==> src/design/tmr_defs.vh <==
// tmr_defs.vh: constants for the timer channel (offsets, fields, codes, resets)
// assumes: included by bare name from design files; definitions only
`ifndef TMR_DEFS_VH
`define TMR_DEFS_VH

// counter width
`define TMR_CNT_W 24

// register byte offsets on the avalon slave
`define TMR_ADDR_W 4
`define TMR_OFS_CSR 4'h0
`define TMR_OFS_LOAD 4'h4
`define TMR_OFS_CMP 4'h8
`define TMR_OFS_COUNT 4'hC

// control_status_reg field positions
`define TMR_B_TE 0
`define TMR_B_OIE 1
`define TMR_B_CIE 2
`define TMR_B_MODE_LO 4
`define TMR_B_POL 8
`define TMR_B_TRM 9
`define TMR_B_DIN 12
`define TMR_B_PCE 15
`define TMR_B_OF 20
`define TMR_B_CF 21

// mode_select_field codes
`define TMR_MODE_W 4
`define TMR_M_TIMER 4'h0
`define TMR_M_PULSE 4'h1
`define TMR_M_TOGGLE 4'h2
`define TMR_M_EVENT 4'h3
`define TMR_M_WIDTH 4'h4
`define TMR_M_PERIOD 4'h5
`define TMR_M_CAPTURE 4'h6

// reset values
`define TMR_RST_MODE 4'h0
`define TMR_RST_CNT 24'h000000
`define TMR_RST_WORD 32'h00000000

`endif

==> src/design/tmr_channel.v <==
// tmr_channel.v: one timer channel with timer, pulse, toggle, event counter,
// pulse-width, period and capture modes, behind an avalon-mm slave.
// assumes: single clock sys_clk, timer_pin_in and prescaled_tick synchronous
// to sys_clk, prescaled_tick a one-cycle enable pulse from an outside prescaler.
//
// Chosen here: the Avalon-MM register port and the address map.

`timescale 1ns/10ps
`include "tmr_defs.vh"

module tmr_channel #(
	parameter CW = `TMR_CNT_W
) (
	input wire sys_clk,
	input wire nrst,
	input wire [`TMR_ADDR_W-1:0] avs_address,
	input wire avs_read,
	input wire avs_write,
	input wire [31:0] avs_writedata,
	input wire [3:0] avs_byteenable,
	output reg [31:0] avs_readdata,
	output wire avs_waitrequest,
	input wire prescaled_tick,
	input wire timer_pin_in,
	output reg timer_pin_out,
	output reg timer_pin_oe,
	input wire compare_irq_ack,
	input wire overflow_irq_ack,
	output wire compare_irq,
	output wire overflow_irq
);

	// merge byte lanes of a write into the old word
	function [31:0] be_merge;
		input [31:0] old;
		input [31:0] wd;
		input [3:0] be;
		integer i;
		begin
			be_merge = old;
			for (i = 0; i < 4; i = i + 1) begin
				if (be[i]) begin
					be_merge[8*i +: 8] = wd[8*i +: 8];
				end
			end
		end
	endfunction

	// control_status_reg fields, load and compare values
	reg timer_enable_q;
	reg overflow_irq_enable_q;
	reg compare_irq_enable_q;
	reg [`TMR_MODE_W-1:0] mode_select_field_q;
	reg pin_polarity_flip_q;
	reg reload_on_match_q;
	reg prescaled_source_select_q;
	reg overflow_flag_q;
	reg compare_flag_q;
	reg [CW-1:0] load_value_reg_q;
	reg [CW-1:0] compare_value_reg_q;

	// counter datapath
	reg [CW-1:0] cnt_q;
	reg [CW-1:0] cnt_d;
	reg [CW-1:0] cap_q;
	reg [CW-1:0] cap_d;
	reg loaded_q;
	reg loaded_d;
	reg pend_q;
	reg pend_d;
	reg seen_q;
	reg seen_d;
	reg stop_q;
	reg stop_d;
	reg pin_d;
	reg cf_set;
	reg of_set;
	wire [CW:0] inc;

	// bus handshake, clk/2 divider and pin synchroniser
	reg ack_q;
	reg div_q;
	reg pin_s1_q;
	reg pin_s2_q;
	reg pin_s3_q;

	wire [`TMR_MODE_W-1:0] mode;
	wire pol;
	wire reload_on_match;
	wire bus_req;
	wire wr_go;
	wire wr_csr;
	wire [31:0] csr_view;
	wire [31:0] csr_w;
	wire [31:0] load_w;
	wire [31:0] cmp_w;
	wire te_set;
	wire lvl;
	wire lvl_prev;
	wire act_edge;
	wire inact_edge;
	wire tick;
	wire meas_mode;
	wire out_mode;
	wire out_mode_w;
	wire [CW-1:0] count_view;
	wire cf_clr;
	wire of_clr;

	assign mode = mode_select_field_q;
	assign pol = pin_polarity_flip_q;
	assign reload_on_match = reload_on_match_q;

	// one wait state: the request is answered at the second edge
	assign bus_req = avs_read | avs_write;
	assign avs_waitrequest = bus_req & ~ack_q;
	assign wr_go = avs_write & ack_q;
	assign wr_csr = wr_go & (avs_address == `TMR_OFS_CSR);

	// pin level seen through the polarity bit; s1 feeds only s2
	assign lvl = pin_s2_q ^ pol;
	assign lvl_prev = pin_s3_q ^ pol;
	assign act_edge = lvl & ~lvl_prev;
	assign inact_edge = ~lvl & lvl_prev;

	// timer clock: prescaler wins, else pin edges in mode 3, else clk/2
	assign tick = timer_enable_q & (prescaled_source_select_q ? prescaled_tick :
		((mode == `TMR_M_EVENT) ? act_edge : div_q));

	assign meas_mode = (mode == `TMR_M_WIDTH) | (mode == `TMR_M_PERIOD) | (mode == `TMR_M_CAPTURE);
	assign out_mode = (mode == `TMR_M_PULSE) | (mode == `TMR_M_TOGGLE);
	// mode being written, so the enabling write already drives the pin
	assign out_mode_w = (csr_w[`TMR_B_MODE_LO +: `TMR_MODE_W] == `TMR_M_PULSE) |
		(csr_w[`TMR_B_MODE_LO +: `TMR_MODE_W] == `TMR_M_TOGGLE);
	assign inc = {1'b0, cnt_q} + {{CW{1'b0}}, 1'b1};

	// measurement modes show the captured result, others the live count
	assign count_view = meas_mode ? cap_q : cnt_q;

	// register images and merged write words
	assign csr_view = {10'h000, compare_flag_q, overflow_flag_q, 4'h0, prescaled_source_select_q,
		2'b00, lvl, 2'b00, reload_on_match_q, pin_polarity_flip_q, mode_select_field_q,
		1'b0, compare_irq_enable_q, overflow_irq_enable_q, timer_enable_q};
	assign csr_w = be_merge(csr_view, avs_writedata, avs_byteenable);
	assign load_w = be_merge({{(32-CW){1'b0}}, load_value_reg_q}, avs_writedata, avs_byteenable);
	assign cmp_w = be_merge({{(32-CW){1'b0}}, compare_value_reg_q}, avs_writedata, avs_byteenable);
	assign te_set = wr_csr & csr_w[`TMR_B_TE] & ~timer_enable_q;

	// flags clear on a written one or an acknowledge; a new set wins
	assign cf_clr = (wr_csr & avs_writedata[`TMR_B_CF] & avs_byteenable[2]) | compare_irq_ack;
	assign of_clr = (wr_csr & avs_writedata[`TMR_B_OF] & avs_byteenable[2]) | overflow_irq_ack;

	// interrupt lines are gated flags
	assign compare_irq = compare_flag_q & compare_irq_enable_q;
	assign overflow_irq = overflow_flag_q & overflow_irq_enable_q;

	// next-state logic of the counter for every mode
	always @* begin
		cnt_d = cnt_q;
		cap_d = cap_q;
		loaded_d = loaded_q;
		pend_d = pend_q;
		seen_d = seen_q;
		stop_d = stop_q;
		pin_d = timer_pin_out;
		cf_set = 1'b0;
		of_set = 1'b0;
		if (te_set) begin
			// enable clears the count and presets the pin
			cnt_d = {CW{1'b0}};
			loaded_d = 1'b0;
			pend_d = 1'b0;
			seen_d = 1'b0;
			stop_d = 1'b0;
			pin_d = csr_w[`TMR_B_POL];
		end else if (timer_enable_q) begin
			case (mode)
				`TMR_M_TIMER, `TMR_M_PULSE, `TMR_M_TOGGLE, `TMR_M_EVENT: begin
					if (tick) begin
						// a pulse lasts exactly one timer clock
						if (mode == `TMR_M_PULSE) begin
							pin_d = pol;
						end
						if (!loaded_q) begin
							cnt_d = load_value_reg_q;
							loaded_d = 1'b1;
						end else if (pend_q & reload_on_match) begin
							cnt_d = load_value_reg_q;
						end else begin
							{of_set, cnt_d} = inc;
						end
						pend_d = 1'b0;
						if (cnt_d == compare_value_reg_q) begin
							cf_set = 1'b1;
							pend_d = 1'b1;
							if (mode == `TMR_M_PULSE) begin
								pin_d = ~pol;
							end
							if (mode == `TMR_M_TOGGLE) begin
								pin_d = ~timer_pin_out;
							end
						end
					end
				end
				`TMR_M_WIDTH: begin
					// counting only while the pin sits at its active level
					if (tick & seen_q & lvl) begin
						if (pend_q) begin
							cnt_d = load_value_reg_q;
							pend_d = 1'b0;
						end else begin
							{of_set, cnt_d} = inc;
						end
					end
					if (act_edge) begin
						if (!seen_q | reload_on_match) begin
							pend_d = 1'b1;
						end
						seen_d = 1'b1;
					end
					if (inact_edge & seen_q) begin
						cf_set = 1'b1;
						cap_d = cnt_q;
					end
				end
				`TMR_M_PERIOD: begin
					if (tick & seen_q) begin
						if (pend_q) begin
							cnt_d = load_value_reg_q;
							pend_d = 1'b0;
						end else begin
							{of_set, cnt_d} = inc;
						end
					end
					if (act_edge) begin
						if (!seen_q) begin
							seen_d = 1'b1;
							pend_d = 1'b1;
						end else begin
							cf_set = 1'b1;
							cap_d = cnt_q;
							if (reload_on_match) begin
								pend_d = 1'b1;
							end
						end
					end
				end
				`TMR_M_CAPTURE: begin
					if (tick & ~stop_q) begin
						if (!loaded_q) begin
							cnt_d = load_value_reg_q;
							loaded_d = 1'b1;
						end else begin
							{of_set, cnt_d} = inc;
						end
					end
					// only the first selected edge is taken
					if (act_edge & ~stop_q) begin
						cf_set = 1'b1;
						cap_d = cnt_q;
						stop_d = 1'b1;
					end
				end
				default: begin
					// other codes are not served by this channel: the counter holds
					cnt_d = cnt_q;
				end
			endcase
		end
	end

	// avalon handshake and read data; read data stand at the answering edge
	always @(posedge sys_clk or negedge nrst) begin
		if (!nrst) begin
			ack_q <= 1'b0;
			avs_readdata <= `TMR_RST_WORD;
		end else begin
			ack_q <= bus_req & ~ack_q;
			if (avs_read & ~ack_q) begin
				case (avs_address)
					`TMR_OFS_CSR: avs_readdata <= csr_view;
					`TMR_OFS_LOAD: avs_readdata <= {{(32-CW){1'b0}}, load_value_reg_q};
					`TMR_OFS_CMP: avs_readdata <= {{(32-CW){1'b0}}, compare_value_reg_q};
					`TMR_OFS_COUNT: avs_readdata <= {{(32-CW){1'b0}}, count_view};
					default: avs_readdata <= `TMR_RST_WORD;
				endcase
			end
		end
	end

	// software-written configuration
	always @(posedge sys_clk or negedge nrst) begin
		if (!nrst) begin
			timer_enable_q <= 1'b0;
			overflow_irq_enable_q <= 1'b0;
			compare_irq_enable_q <= 1'b0;
			mode_select_field_q <= `TMR_RST_MODE;
			pin_polarity_flip_q <= 1'b0;
			reload_on_match_q <= 1'b0;
			prescaled_source_select_q <= 1'b0;
			load_value_reg_q <= `TMR_RST_CNT;
			compare_value_reg_q <= `TMR_RST_CNT;
		end else begin
			if (wr_csr) begin
				timer_enable_q <= csr_w[`TMR_B_TE];
				overflow_irq_enable_q <= csr_w[`TMR_B_OIE];
				compare_irq_enable_q <= csr_w[`TMR_B_CIE];
				mode_select_field_q <= csr_w[`TMR_B_MODE_LO +: `TMR_MODE_W];
				pin_polarity_flip_q <= csr_w[`TMR_B_POL];
				reload_on_match_q <= csr_w[`TMR_B_TRM];
				prescaled_source_select_q <= csr_w[`TMR_B_PCE];
			end
			if (wr_go & (avs_address == `TMR_OFS_LOAD)) begin
				load_value_reg_q <= load_w[CW-1:0];
			end
			if (wr_go & (avs_address == `TMR_OFS_CMP)) begin
				compare_value_reg_q <= cmp_w[CW-1:0];
			end
		end
	end

	// status flags: set has priority over any clear in the same cycle
	always @(posedge sys_clk or negedge nrst) begin
		if (!nrst) begin
			compare_flag_q <= 1'b0;
			overflow_flag_q <= 1'b0;
		end else begin
			compare_flag_q <= cf_set | (compare_flag_q & ~cf_clr);
			overflow_flag_q <= of_set | (overflow_flag_q & ~of_clr);
		end
	end

	// clk/2 divider and pin synchroniser
	always @(posedge sys_clk or negedge nrst) begin
		if (!nrst) begin
			div_q <= 1'b0;
			pin_s1_q <= 1'b0;
			pin_s2_q <= 1'b0;
			pin_s3_q <= 1'b0;
		end else begin
			div_q <= ~div_q;
			pin_s1_q <= timer_pin_in;
			pin_s2_q <= pin_s1_q;
			pin_s3_q <= pin_s2_q;
		end
	end

	// counter state and pin drive
	always @(posedge sys_clk or negedge nrst) begin
		if (!nrst) begin
			cnt_q <= `TMR_RST_CNT;
			cap_q <= `TMR_RST_CNT;
			loaded_q <= 1'b0;
			pend_q <= 1'b0;
			seen_q <= 1'b0;
			stop_q <= 1'b0;
			timer_pin_out <= 1'b0;
			timer_pin_oe <= 1'b0;
		end else begin
			cnt_q <= cnt_d;
			cap_q <= cap_d;
			loaded_q <= loaded_d;
			pend_q <= pend_d;
			seen_q <= seen_d;
			stop_q <= stop_d;
			timer_pin_out <= pin_d;
			// pin is driven only in the two output modes while enabled
			timer_pin_oe <= wr_csr ? (csr_w[`TMR_B_TE] & out_mode_w) : (timer_enable_q & out_mode);
		end
	end

endmodule // tmr_channel

==> config.mk <==
export PLATFORM = sky130hd
export DESIGN_NAME = tmr_channel
export DESIGN_NICKNAME = d
export VERILOG_FILES = /design/src/design/tmr_channel.v
export VERILOG_INCLUDE_DIRS = /design/src /design/src/design
export SDC_FILE = /design/constraint.sdc
export NUM_CORES = 1
export LEC_CHECK = 0
export BUFFER_PORTS_ARGS = -buffer_cell sky130_fd_sc_hd__buf_2
export CORE_ASPECT_RATIO = 0.75
export CORE_UTILIZATION = 45
export DETAILED_ROUTE_END_ITERATION = 8
export GPL_ROUTABILITY_DRIVEN = 1
export SYNTH_ARGS = -nofsm -noshare
export SYNTH_HDL_FRONTEND = slang
export SYNTH_SLANG_ARGS = --single-unit
==> constraint.sdc <==
create_clock -name sys_clk -period 5.1 [get_ports sys_clk]
set_input_delay 1.02 -clock sys_clk [delete_from_list [all_inputs] [get_ports sys_clk]]
set_output_delay 1.02 -clock sys_clk [all_outputs]
set_load 0.01 [all_outputs]
**Word-level counts from Yosys, hierarchy flattened**

Index checks and enable logic that the tools add are counted.

- Input bits: 48
- Word-level logic and storage cells: 210
- Bits in registers: 151

- Mux-type cells: 79
- Bitwise logic cells: 50
- $add $sub $neg: 1
- Equality and inequality tests: 20
- Reduce and logical (&&, ||, !) cells: 31

Operator list:

| operator | number |
|---|---|
| $mux 24 | 19 |
| $pmux 24 s4 | 2 |
| $pmux 24 s3 | 1 |
| $mux 1 | 52 |
| $and 1x1->1 | 27 |
| $add 24x1->25 const B | 1 |
| $eq 24x24->1 | 1 |
| $eq 4x3->1 const B | 4 |
| $reduce_and 2->1 | 8 |
| $reduce_bool 2->1 | 7 |
| $eq 4x2->1 const B | 3 |
| $reduce_and 3->1 | 4 |
| $not 1->1 | 11 |
| $or 1x1->1 | 10 |
| $ne 3x2->1 const B | 3 |
| $eq 4x1->1 const B | 2 |
| $eq 4x4->1 const B | 2 |
| $logic_not 4->1 | 2 |
| $mux 8 | 1 |
| $pmux 1 s4 | 2 |
| $reduce_and 7->1 | 1 |
| $reduce_and 6->1 | 1 |
| $reduce_bool 3->1 | 2 |
| $reduce_bool 5->1 | 1 |
| 11 further kinds | 14 |

**Longest topological paths before layout**

Gate-level depths: netlist (run 1).

- Word-level depth: 17
- Gate-level depth with buffers: 12
- Mapped depth without buffers: 10

**Worst setup path after synthesis (run 1)**

OpenSTA, ideal clock, no wires.

- Kind: input to register
- Start: input port avs_address[1]
- End: register cnt_q[18]
- Library setup time: 0.078 ns
- Stages on the path: 10
- Slack: 2.008 ns
- Arrival: 3.014 ns
- Buffers on the path: 2
- Cell sequence: nor4_1 -> and3_1 -> clkbuf_1 -> nand2_1 -> nor2_1 -> a31oi_1 -> nor2_1 -> clkbuf_1 -> nand2_1 -> a21oi_1

- Word-level cells in the longest chain between the ends: 6
- Elaborated cells between the ends (all ways): 12
- Those cells by class: eq/ne: 4; mux: 1; bitwise: 3; reduce/logical: 4

RTL lines:

| what | RTL line | source |
|---|---|---|
| start: declaration | tmr_channel.v:16 | `` input wire [`TMR_ADDR_W-1:0] avs_address, `` |
| $logic_not 4->1 (*) | -- |  |
| $and 1x1->1 (*) | tmr_channel.v:118 | `` assign wr_csr = wr_go & (avs_address == `TMR_OFS_CSR); `` |
| $and 1x1->1 (*) (2 in series) | tmr_channel.v:147 | `` assign te_set = wr_csr & csr_w[`TMR_B_TE] & ~timer_enable_q; `` |
| $ne 3x2->1 (no line) (tied with other cells) | -- |  |
| $reduce_and 6->1 (no line) | -- |  |
| end signal: assignment | tmr_channel.v:351 | `` cnt_q <= `TMR_RST_CNT; `` |
| end signal: assignment | tmr_channel.v:360 | `cnt_q <= cnt_d;` |
| end: declaration | tmr_channel.v:63 | `reg [CW-1:0] cnt_q;` |

Every way passes the cells marked *; elsewhere a longest branch is shown, timed or not.
A chain may end at the register's enable or synchronous reset.

==> reports/results.txt, run 1 <==
The run finished with clean final reports. The largest driver fanout on the critical path came out at 10. Broken down by cell family, the worst path's largest delay share belongs to simple AND/OR/NAND/NOR gates. The detailed-route wire length is 25200 µm. Yosys attributes the largest share of cell area to dfrtp_1 42%, mux2_2 12%, o21ai_0 4.1%. The area added between synthesis and finish was 13.4%.

The HPWL after detailed placement is 17700 µm. Buffers inserted during clock tree synthesis total 17. Share of total power in combinational logic: 25.2%. The Yosys step of the flow raised 0 warnings. The number of global-route vias before repair is 6812. The number of cells traversed by the worst register-to-register path is 11, and the global-route wire length before repair is 39500 µm.

The leakage power of the design was 0.00430 µW. The I/O pin count was 85. The post-route worst hold slack is 0.348 ns. With fillers left out, the area of the finished cells amounts to 0.00964 mm². The logs give 27.0% for the all-layer global routing usage and 71 for the largest net degree at the start of global routing.

Traced cell by cell, the critical path runs through ha_1, nand4_1, nor2_1, buf_4, nand2_1, a311o_1, nor3_1, o22ai_1, or3_1, or3_1, nand4_1. Combined area of all synthesized cells: 0.00851 mm². The worst hold path begins at pin_s1_q. The most critical setup path has its startpoint at cnt_q[0].

The number of cells on the critical path came out at 11. Routed via count divided by cell count: 6.11. Once the floorplan was initialized, standard cells occupied 46.0% of the core. The tools report the buffer cell driving the clock tree root as clkbuf_16.

Cells with a size suffix above 1 make up 24.0% of the layout. The width of the die was 161 µm; the final hold violation count was 0. The routed design could run at a clock period as short as 3.87 ns.

Most area-hungry cell type in the Yosys netlist: dfrtp_1. The achievable frequency came out at 0.258 GHz. For the final database, setup skew stands at 0.0109 ns. Along the worst hold path, the cell count comes to 0. On the critical path, the stage with the largest delay is an instance of dfrtp_1. The tool flagged a number of max-cap violations equal to 0.

In this run, post-CTS hold repair placed 0 buffers. The share of synthesized area in the top cell type comes to 42.1%. The repair_antennas step left the layout with diodes totalling 0. The tools report the number of instances in the synthesized netlist as 891. Clock-pin slew was measured on the worst setup and hold paths at 0.06 ns. After the last flow step, the layout net total stands at 976. The area of placed instances was 0.00899 mm². The final design utilization came out at 52.1%. Across all layers, the routed design uses 7248 vias. In this run, synthesis produced a sequential element count of 143. Setup repair after global routing left no endpoint under its margin. In this run the vertical extent of the chip is 121 µm.

Total congestion overflow after global routing: 0. Type of the worst setup path: flip-flop to flip-flop. Counting distinct cell types in the post-synthesis netlist gives 77. Summed over all nets, the switching power comes to 1380 µW. Input and output buffers added on the ports amount to 67. In the synthesized netlist the async set-or-reset flop fraction comes to 100%.

The final critical path takes up 76.0% of the cycle. Post-CTS repair changed the size of 0 cells. The initial antenna violation count is 0, and the remaining routing DRC violations is 0.

VDD sags by at most 0.000217 V. Net switching is 34.8% of the power. The clock reaches the later pin of the worst-skew pair after 0.43 ns. STA classifies the critical path startpoint as a flip-flop.

Counting the fill cells in the layout gives 1720. The required time at the endpoint of the critical path is 5.46 ns, and the power density of the placed cells is 411 mW/mm². Setup violations remaining at the end of the flow were counted as 0. The most used flip-flop cell after synthesis is dfrtp_1.

At the end of routability-driven placement, the weighted congestion stood at 0.950. The logs give 0 for the number of max-slew violations in the final report and 143 for the number of sinks on the clock net. For the core box area, the log shows 0.0185 mm².

The total internal power came out at 2590 µW. The post-CTS setup buffer count came out at 0. The count of standard-cell rows was 43; the delay of the slowest critical-path stage was 0.54 ns. The number of detailed-routing iterations run before antenna repair was 6. The worst setup path is captured at a flip-flop. The run gives 0 as the number of antenna-violating nets in the routed design.

The first routing iteration left 734 violations. STA puts the critical path data arrival time at 4.23 ns. The tools report the source of the worst register-to-register timing path as cnt_q[0]. Per report_power, the sequential group accounts for 39.9% of the total.

The worst pin sits at a relative slew slack of 25.4%. Number of flops mapped to enable cells by yosys: 0. The post-placement setup slack is 1.28 ns.

TritonCTS built the clock tree. Sequential cells were found to cover 42.1% of the synthesized design area. Transition time of the tightest slew-check pin: 1.12 ns. The buffers plus inverters on the worst setup path is 1, and the part of the total power dissipated in the clock network is 34.9%. The path class of the tightest hold or removal check is flip-flop to flip-flop. The summed negative setup slack over all endpoints came out at 0 ns. The depth of the CTS H-tree came out at 4.

The area enclosed by the die boundary was 0.0195 mm²; the routed length per instance was 21.2 µm. In this run the mean area of a mapped cell was 9.55 µm². The longest clock path from root to sink contains 2 buffers.

The least setup slack across all paths after layout was 1.23 ns.
synthesized netlist by cell type (all sizes together) (3+ instances only):
library cell and number:
dfrtp 143, mux2 94, nand2 89, o21ai 73, a21oi 58, clkbuf 47, nor2 43, a22o 28
buf 25, nand3 23, xnor2 23, inv 18, o31ai 17, mux2i 15, nand4 15, nand2b 14
xor2 14, nor3 13, a222oi 12, nor2b 11, a31oi 9, nor4 9, and2 8, and3 7
or3 7, a21o 5, a2111oi 4, a211oi 4, o22ai 4, o41ai 4, or4 4, a221o 3
nand3b 3, o211ai 3, o31a 3, or2 3
metal layers:
metal / GRT usage [%] / part of all wire, % / vias up
met4: 9.26 / 2.2 / 0
met5: 0 / 0 / -
met2: 38.9 / 42 / 327
li1: - / - / 3337
met1: 40.0 / 47 / 3554
met3: 5.33 / 8.4 / 30
worst reg2reg max path: stages (launching register included):
cell	delay, ns
dfrtp_1	0.54
ha_1	0.43
nand4_1	0.19
nor2_1	0.51
buf_4	0.27
nand2_1	0.15
a311o_1	0.40
nor3_1	0.31
o22ai_1	0.22
or3_1	0.39
or3_1	0.31
nand4_1	0.09
worst paths after layout:
kind / to / slack, ns
max in group asynchronous: avs_readdata[23] / 3.51
setup reg to reg: flip-flop / 1.23
hold / removal: pin_s2_q / 0.35
min in group asynchronous: avs_readdata[0] / 0.59
hold reg to reg: pin_s2_q / 0.35
setup / recovery: flip-flop / 1.23
metrics by stage:
step / std cells / power, µW
floorplan: 898 / 2240
global placement: 1155 / 2560
detailed placement: 1155 / 2570
CTS: 1187 / 3970
global route: 1187 / 4170
finish: 1187 / 3970
final cells by class:
type	count	area (µm²)	share of cell area (%)
timing repair buffer	82	454	4.71
tap	247	309	3.20
clock buffer	19	443	4.59
clock inverter	13	208	2.15
sequential	143	3580	37.1
inverter	18	67.6	0.701
multi-input combinational	665	4580	47.5
power by group through the flow:
stage               Clock, µW  Sequential (µW)  Combinational [µW]
CTS                      1400             1570                 988
global placement            0             1590                 974
floorplan                   0             1400                 835
global route             1450             1610                1110
detailed placement          0             1590                 981
finish                   1380             1580                1000
placed cells by master, fill, tap and decap left out, drive strengths merged, types with 4 or more instances in the layout:
master   instances
and2             8
mux2            94
or4              4
xor2            14
a21oi           58
nand2b          14
conb             8
a222oi          12
a21o             5
o22ai            4
a22o            28
a211oi           4
bufinv           5
nor2b           11
buf             82
nor4             9
clkinv           4
o31ai           17
mux2i           15
nand3           23
nor3            13
a31oi            9
xnor2           23
dfrtp          143
nor2            43
or3              7
o41ai            4
and3             7
inv             21
nand2           89
clkbuf          19
a2111oi          4
nand4           15
o21ai           73
state kept, by name, summed over array words and instances (netlist names), 4 cells and up, named ones only:
name,flops
load_value_reg_q,24
mode,4
cnt_q,24
avs_readdata,24
compare_value_reg_q,24
cap_q,24
cell families (layout without fill, tap and decap cells):
kind of cell               after synthesis  after routing  synth area share [%]
muxes                                  109            109                  14.2
xor gates and xnor gates                37             37                  3.81
and+or+nand+nor                        258            258                  15.4
AOI/OAI and AO/OA                      252            252                  19.7
DFF                                    143            143                  42.1
adders and majority gates                1              1                 0.147
buffers and inverters                   90            132                  4.65
other                                    1              8                0.0441
Power figures use the tool's default switching activity.
==> run 2, diff against run 1 <==
Clock period 5.1 ns to 3.6 ns, I/O delays scaled along.
==> run 2 against run 1 <==
- final cell count up 2.4%
- setup slack got worse by 1.1 ns
- largest cell class unchanged
- maximum frequency rose by 12%
- sequential cell count is the same
- die area did not move
- clock-buffer cell count is 1 lower
- critical path depth is 1 lower
- combinational power up 69%
- routed wire length up 5.1%
- global-route usage is 1.3 points higher
- core utilization up 0.89 points
- sequential share of layout area shrank 0.62 points
- largest power group unchanged
==> reports/results.txt, run 2 (synthesis gave the netlist of run 1 again) <==
Total inserted antenna cells: 0 (unchanged). The clock input transition at the sequential cells of the worst setup and hold paths is 0.07 ns (about the same), and the number of global-route vias before repair is 6956 (+2.1%). The global-route wire length before repair came out at 41200 µm (+4.3%). The leakage power of the design is 0.00441 µW (+2.6%), and the maximum vdd ir drop is 0.000274 V (+26%). The share of total power in combinational logic was 30.2% (+5.0 points). For the HPWL reported at the end of detailed placement, the log shows 18800 µm (+6.4%).

For the starting density of the core, the log shows 46.0% (unchanged). For the least setup slack across all paths after layout, the log shows 0.148 ns (-1.08 ns). The required time at the endpoint of the critical path is 3.96 ns (-1.50 ns). The share of final-layout standard cells stronger than drive strength 1 is 26.3% (+2.3 points). The commonest non-fill, non-tap cell in the layout is dfrtp_1. The width of the die is 161 µm (unchanged), and the largest net degree at the start of global routing is 76 (+7.0%). Largest driver fanout on the critical path: 8 (-2). The area growth from synthesis to layout is 15.3%. The top cell types in the final layout, fill and taps aside, are 143 x dfrtp_1, 94 x mux2_2, 89 x nand2_1. The cell sitting at the root of the clock tree is a clkbuf_16. The logs give 2 (unchanged) for the clock tree buffer depth and 0 (unchanged) for the total congestion overflow after global routing.

Core box area: 0.0185 mm² (unchanged). The worst setup path is of the flip-flop to flip-flop kind. The worst min-delay path class was input pin to async pin. The hold buffer count at cts is 0 (unchanged).

The fraction of power spent switching nets was 36.8% (+2.0 points); the count of buffers from port buffering was 67 (unchanged). For the summed negative setup slack over all endpoints, the log shows 0 ns (unchanged). The routed length per instance was 21.8 µm (+2.6%). The I/O pin count came out at 85 (unchanged). The number of antenna-violating nets in the routed design is 0 (unchanged). The vertical die dimension came out at 121 µm (unchanged). The worst-case clock skew is 0.0121 ns (+0.00127 ns). The logs give 848 (+16%) for the starting DRC count in detailed routing and 17 (unchanged) for the total clock buffers created by CTS.

The number of nets in the layout is 1005 (+3.0%), and the final worst-path cycle share is 95.9% (+20 points). The logs give 32.0% (-2.9 points) for the part of the total power dissipated in the clock network and 37.8% (-2.1 points) for the proportion of power drawn by flip-flops and latches. Routed via count divided by cell count: 6.14 (+0.56%). TritonCTS built the clock tree.

The logs give 0 (unchanged) for the number of max-slew violations in the final report and 35.7% (+10 points) for the worst slew margin relative to its limit. The logs give 6 (unchanged) for the number of detailed-routing iterations run before antenna repair and 3540 µW (+37%) for the total internal power. On the critical path, the stage with the largest delay is an instance of nor2_1.

Setup repair after global routing left no endpoint under its margin. The number of maximum-capacitance violations was 0 (unchanged); the achievable frequency was 0.290 GHz (+12%). The logs give 1736 (+0.93%) for the number of filler cells placed in the layout and 0 (unchanged) for the remaining routing DRC violations. For the number of sinks on the clock net, the log shows 143 (unchanged).

Walking the worst path, the cells encountered are ha_1, nand4_1, nor2_1, nand2_1, a311o_1, nor3_1, o22ai_1, or3_1, or3_1, nand4_1. The power density of the placed cells works out to 571 mW/mm² (+39%). The run gives 4 (unchanged) as the depth of the CTS H-tree. The number of vias after detailed routing is 7467 (+3.0%), and the detailed-route wire length is 26500 µm (+5.1%). For the routability congestion estimate from global placement, the log shows 0.975 (+2.7%). The flow ran to the end, and the final reports show no timing, DRC or antenna violations. The tools report the data arrival time at the worst-slack endpoint as 3.82 ns (-0.41 ns). For the post-CTS setup buffer count, the log shows 0 (unchanged). The initial antenna violation count was 0 (unchanged). The delay of the slowest critical-path stage came out at 0.53 ns (about the same). The post-cts gate resize count is 0 (unchanged), and the post-placement setup slack is 0.272 ns (-1.01 ns). The tools report the all-layer global routing usage as 28.2% (+1.3 points).

The worst-skew pair later-pin latency is 0.43 ns (about the same), and the total net switching power is 2060 µW (+49%). The run gives 0 (unchanged) as the final hold violation count. The number of failing setup endpoints in the final timing report is 0 (unchanged), and the shortest clock period the worst path allows after layout is 3.45 ns (-0.422 ns).

The kind of capture point of the worst setup path was a flip-flop. For the count of standard-cell rows, the log shows 43 (unchanged). The run gives 0.0195 mm² (unchanged) as the area enclosed by the die boundary. Transition time of the tightest slew-check pin: 0.952 ns (-0.166 ns). STA classifies the critical path startpoint as a flip-flop.
## run 2: final cells by class
class | count | area, µm² | area share [%]
clock inverter | 14 | 155 | 1.58
tap | 247 | 309 | 3.15
inverter | 18 | 67.6 | 0.689
timing repair buffer | 111 | 684 | 6.98
sequential | 143 | 3580 | 36.5
clock buffer | 18 | 429 | 4.38
multi-input combinational | 665 | 4580 | 46.7
## run 2: through the flow
step / power, µW / utilization [%] / hold slack (ns) / std cells / cell area [µm²]
floorplan: 3170 / - / 0.331 / 898 / 8530
global placement: 3770 / 49.8 / 0.333 / 1184 / 9220
detailed placement: 3780 / 49.8 / 0.337 / 1184 / 9220
CTS: 5570 / 53.0 / 0.189 / 1216 / 9810
global route: 5840 / 53.0 / 0.200 / 1216 / 9810
finish: 5600 / 53.0 / 0.180 / 1216 / 9810
## run 2: power by group through the flow
stage	clock network, µW	logic (µW)	registers, µW
after floorplan	0	1180	1990
after global placement	0	1640	2130
after detailed placement	0	1650	2130
after CTS	1810	1660	2110
after global routing	1870	1820	2140
final	1790	1690	2120
## run 2: worst paths after layout
check,from,to,slack [ns],cells after the start
max,cnt_q[0],flip-flop,0.15,10
min,nrst,avs_readdata[4],0.18,1
max reg2reg,cnt_q[0],flip-flop,0.15,10
min reg2reg,pin_s1_q,pin_s2_q,0.35,0
max in group asynchronous,nrst,avs_readdata[18],2.65,2
min in group sys_clk,pin_s1_q,pin_s2_q,0.35,0
## run 2: worst max-delay path: cells and delay by family (launching register included)
family	cells	cell delay [ns]
adders and majority gates	1	0.21
DFF	1	0.35
and+or+nand+nor	7	2.15
AOI/OAI and AO/OA	2	0.67
## run 2: layer usage
| layer | vias to the layer above | share of wire [%] | wire length, µm | global-route usage [%] |
|---|---|---|---|---|
| li1 | 3405 | - | - | - |
| met1 | 3683 | 49 | 13000 | 43.2 |
| met2 | 347 | 41 | 10900 | 39.7 |
| met3 | 32 | 8.0 | 2120 | 5.67 |
| met4 | 0 | 1.9 | 500 | 8.25 |
| met5 | - | 0 | 0 | 0 |
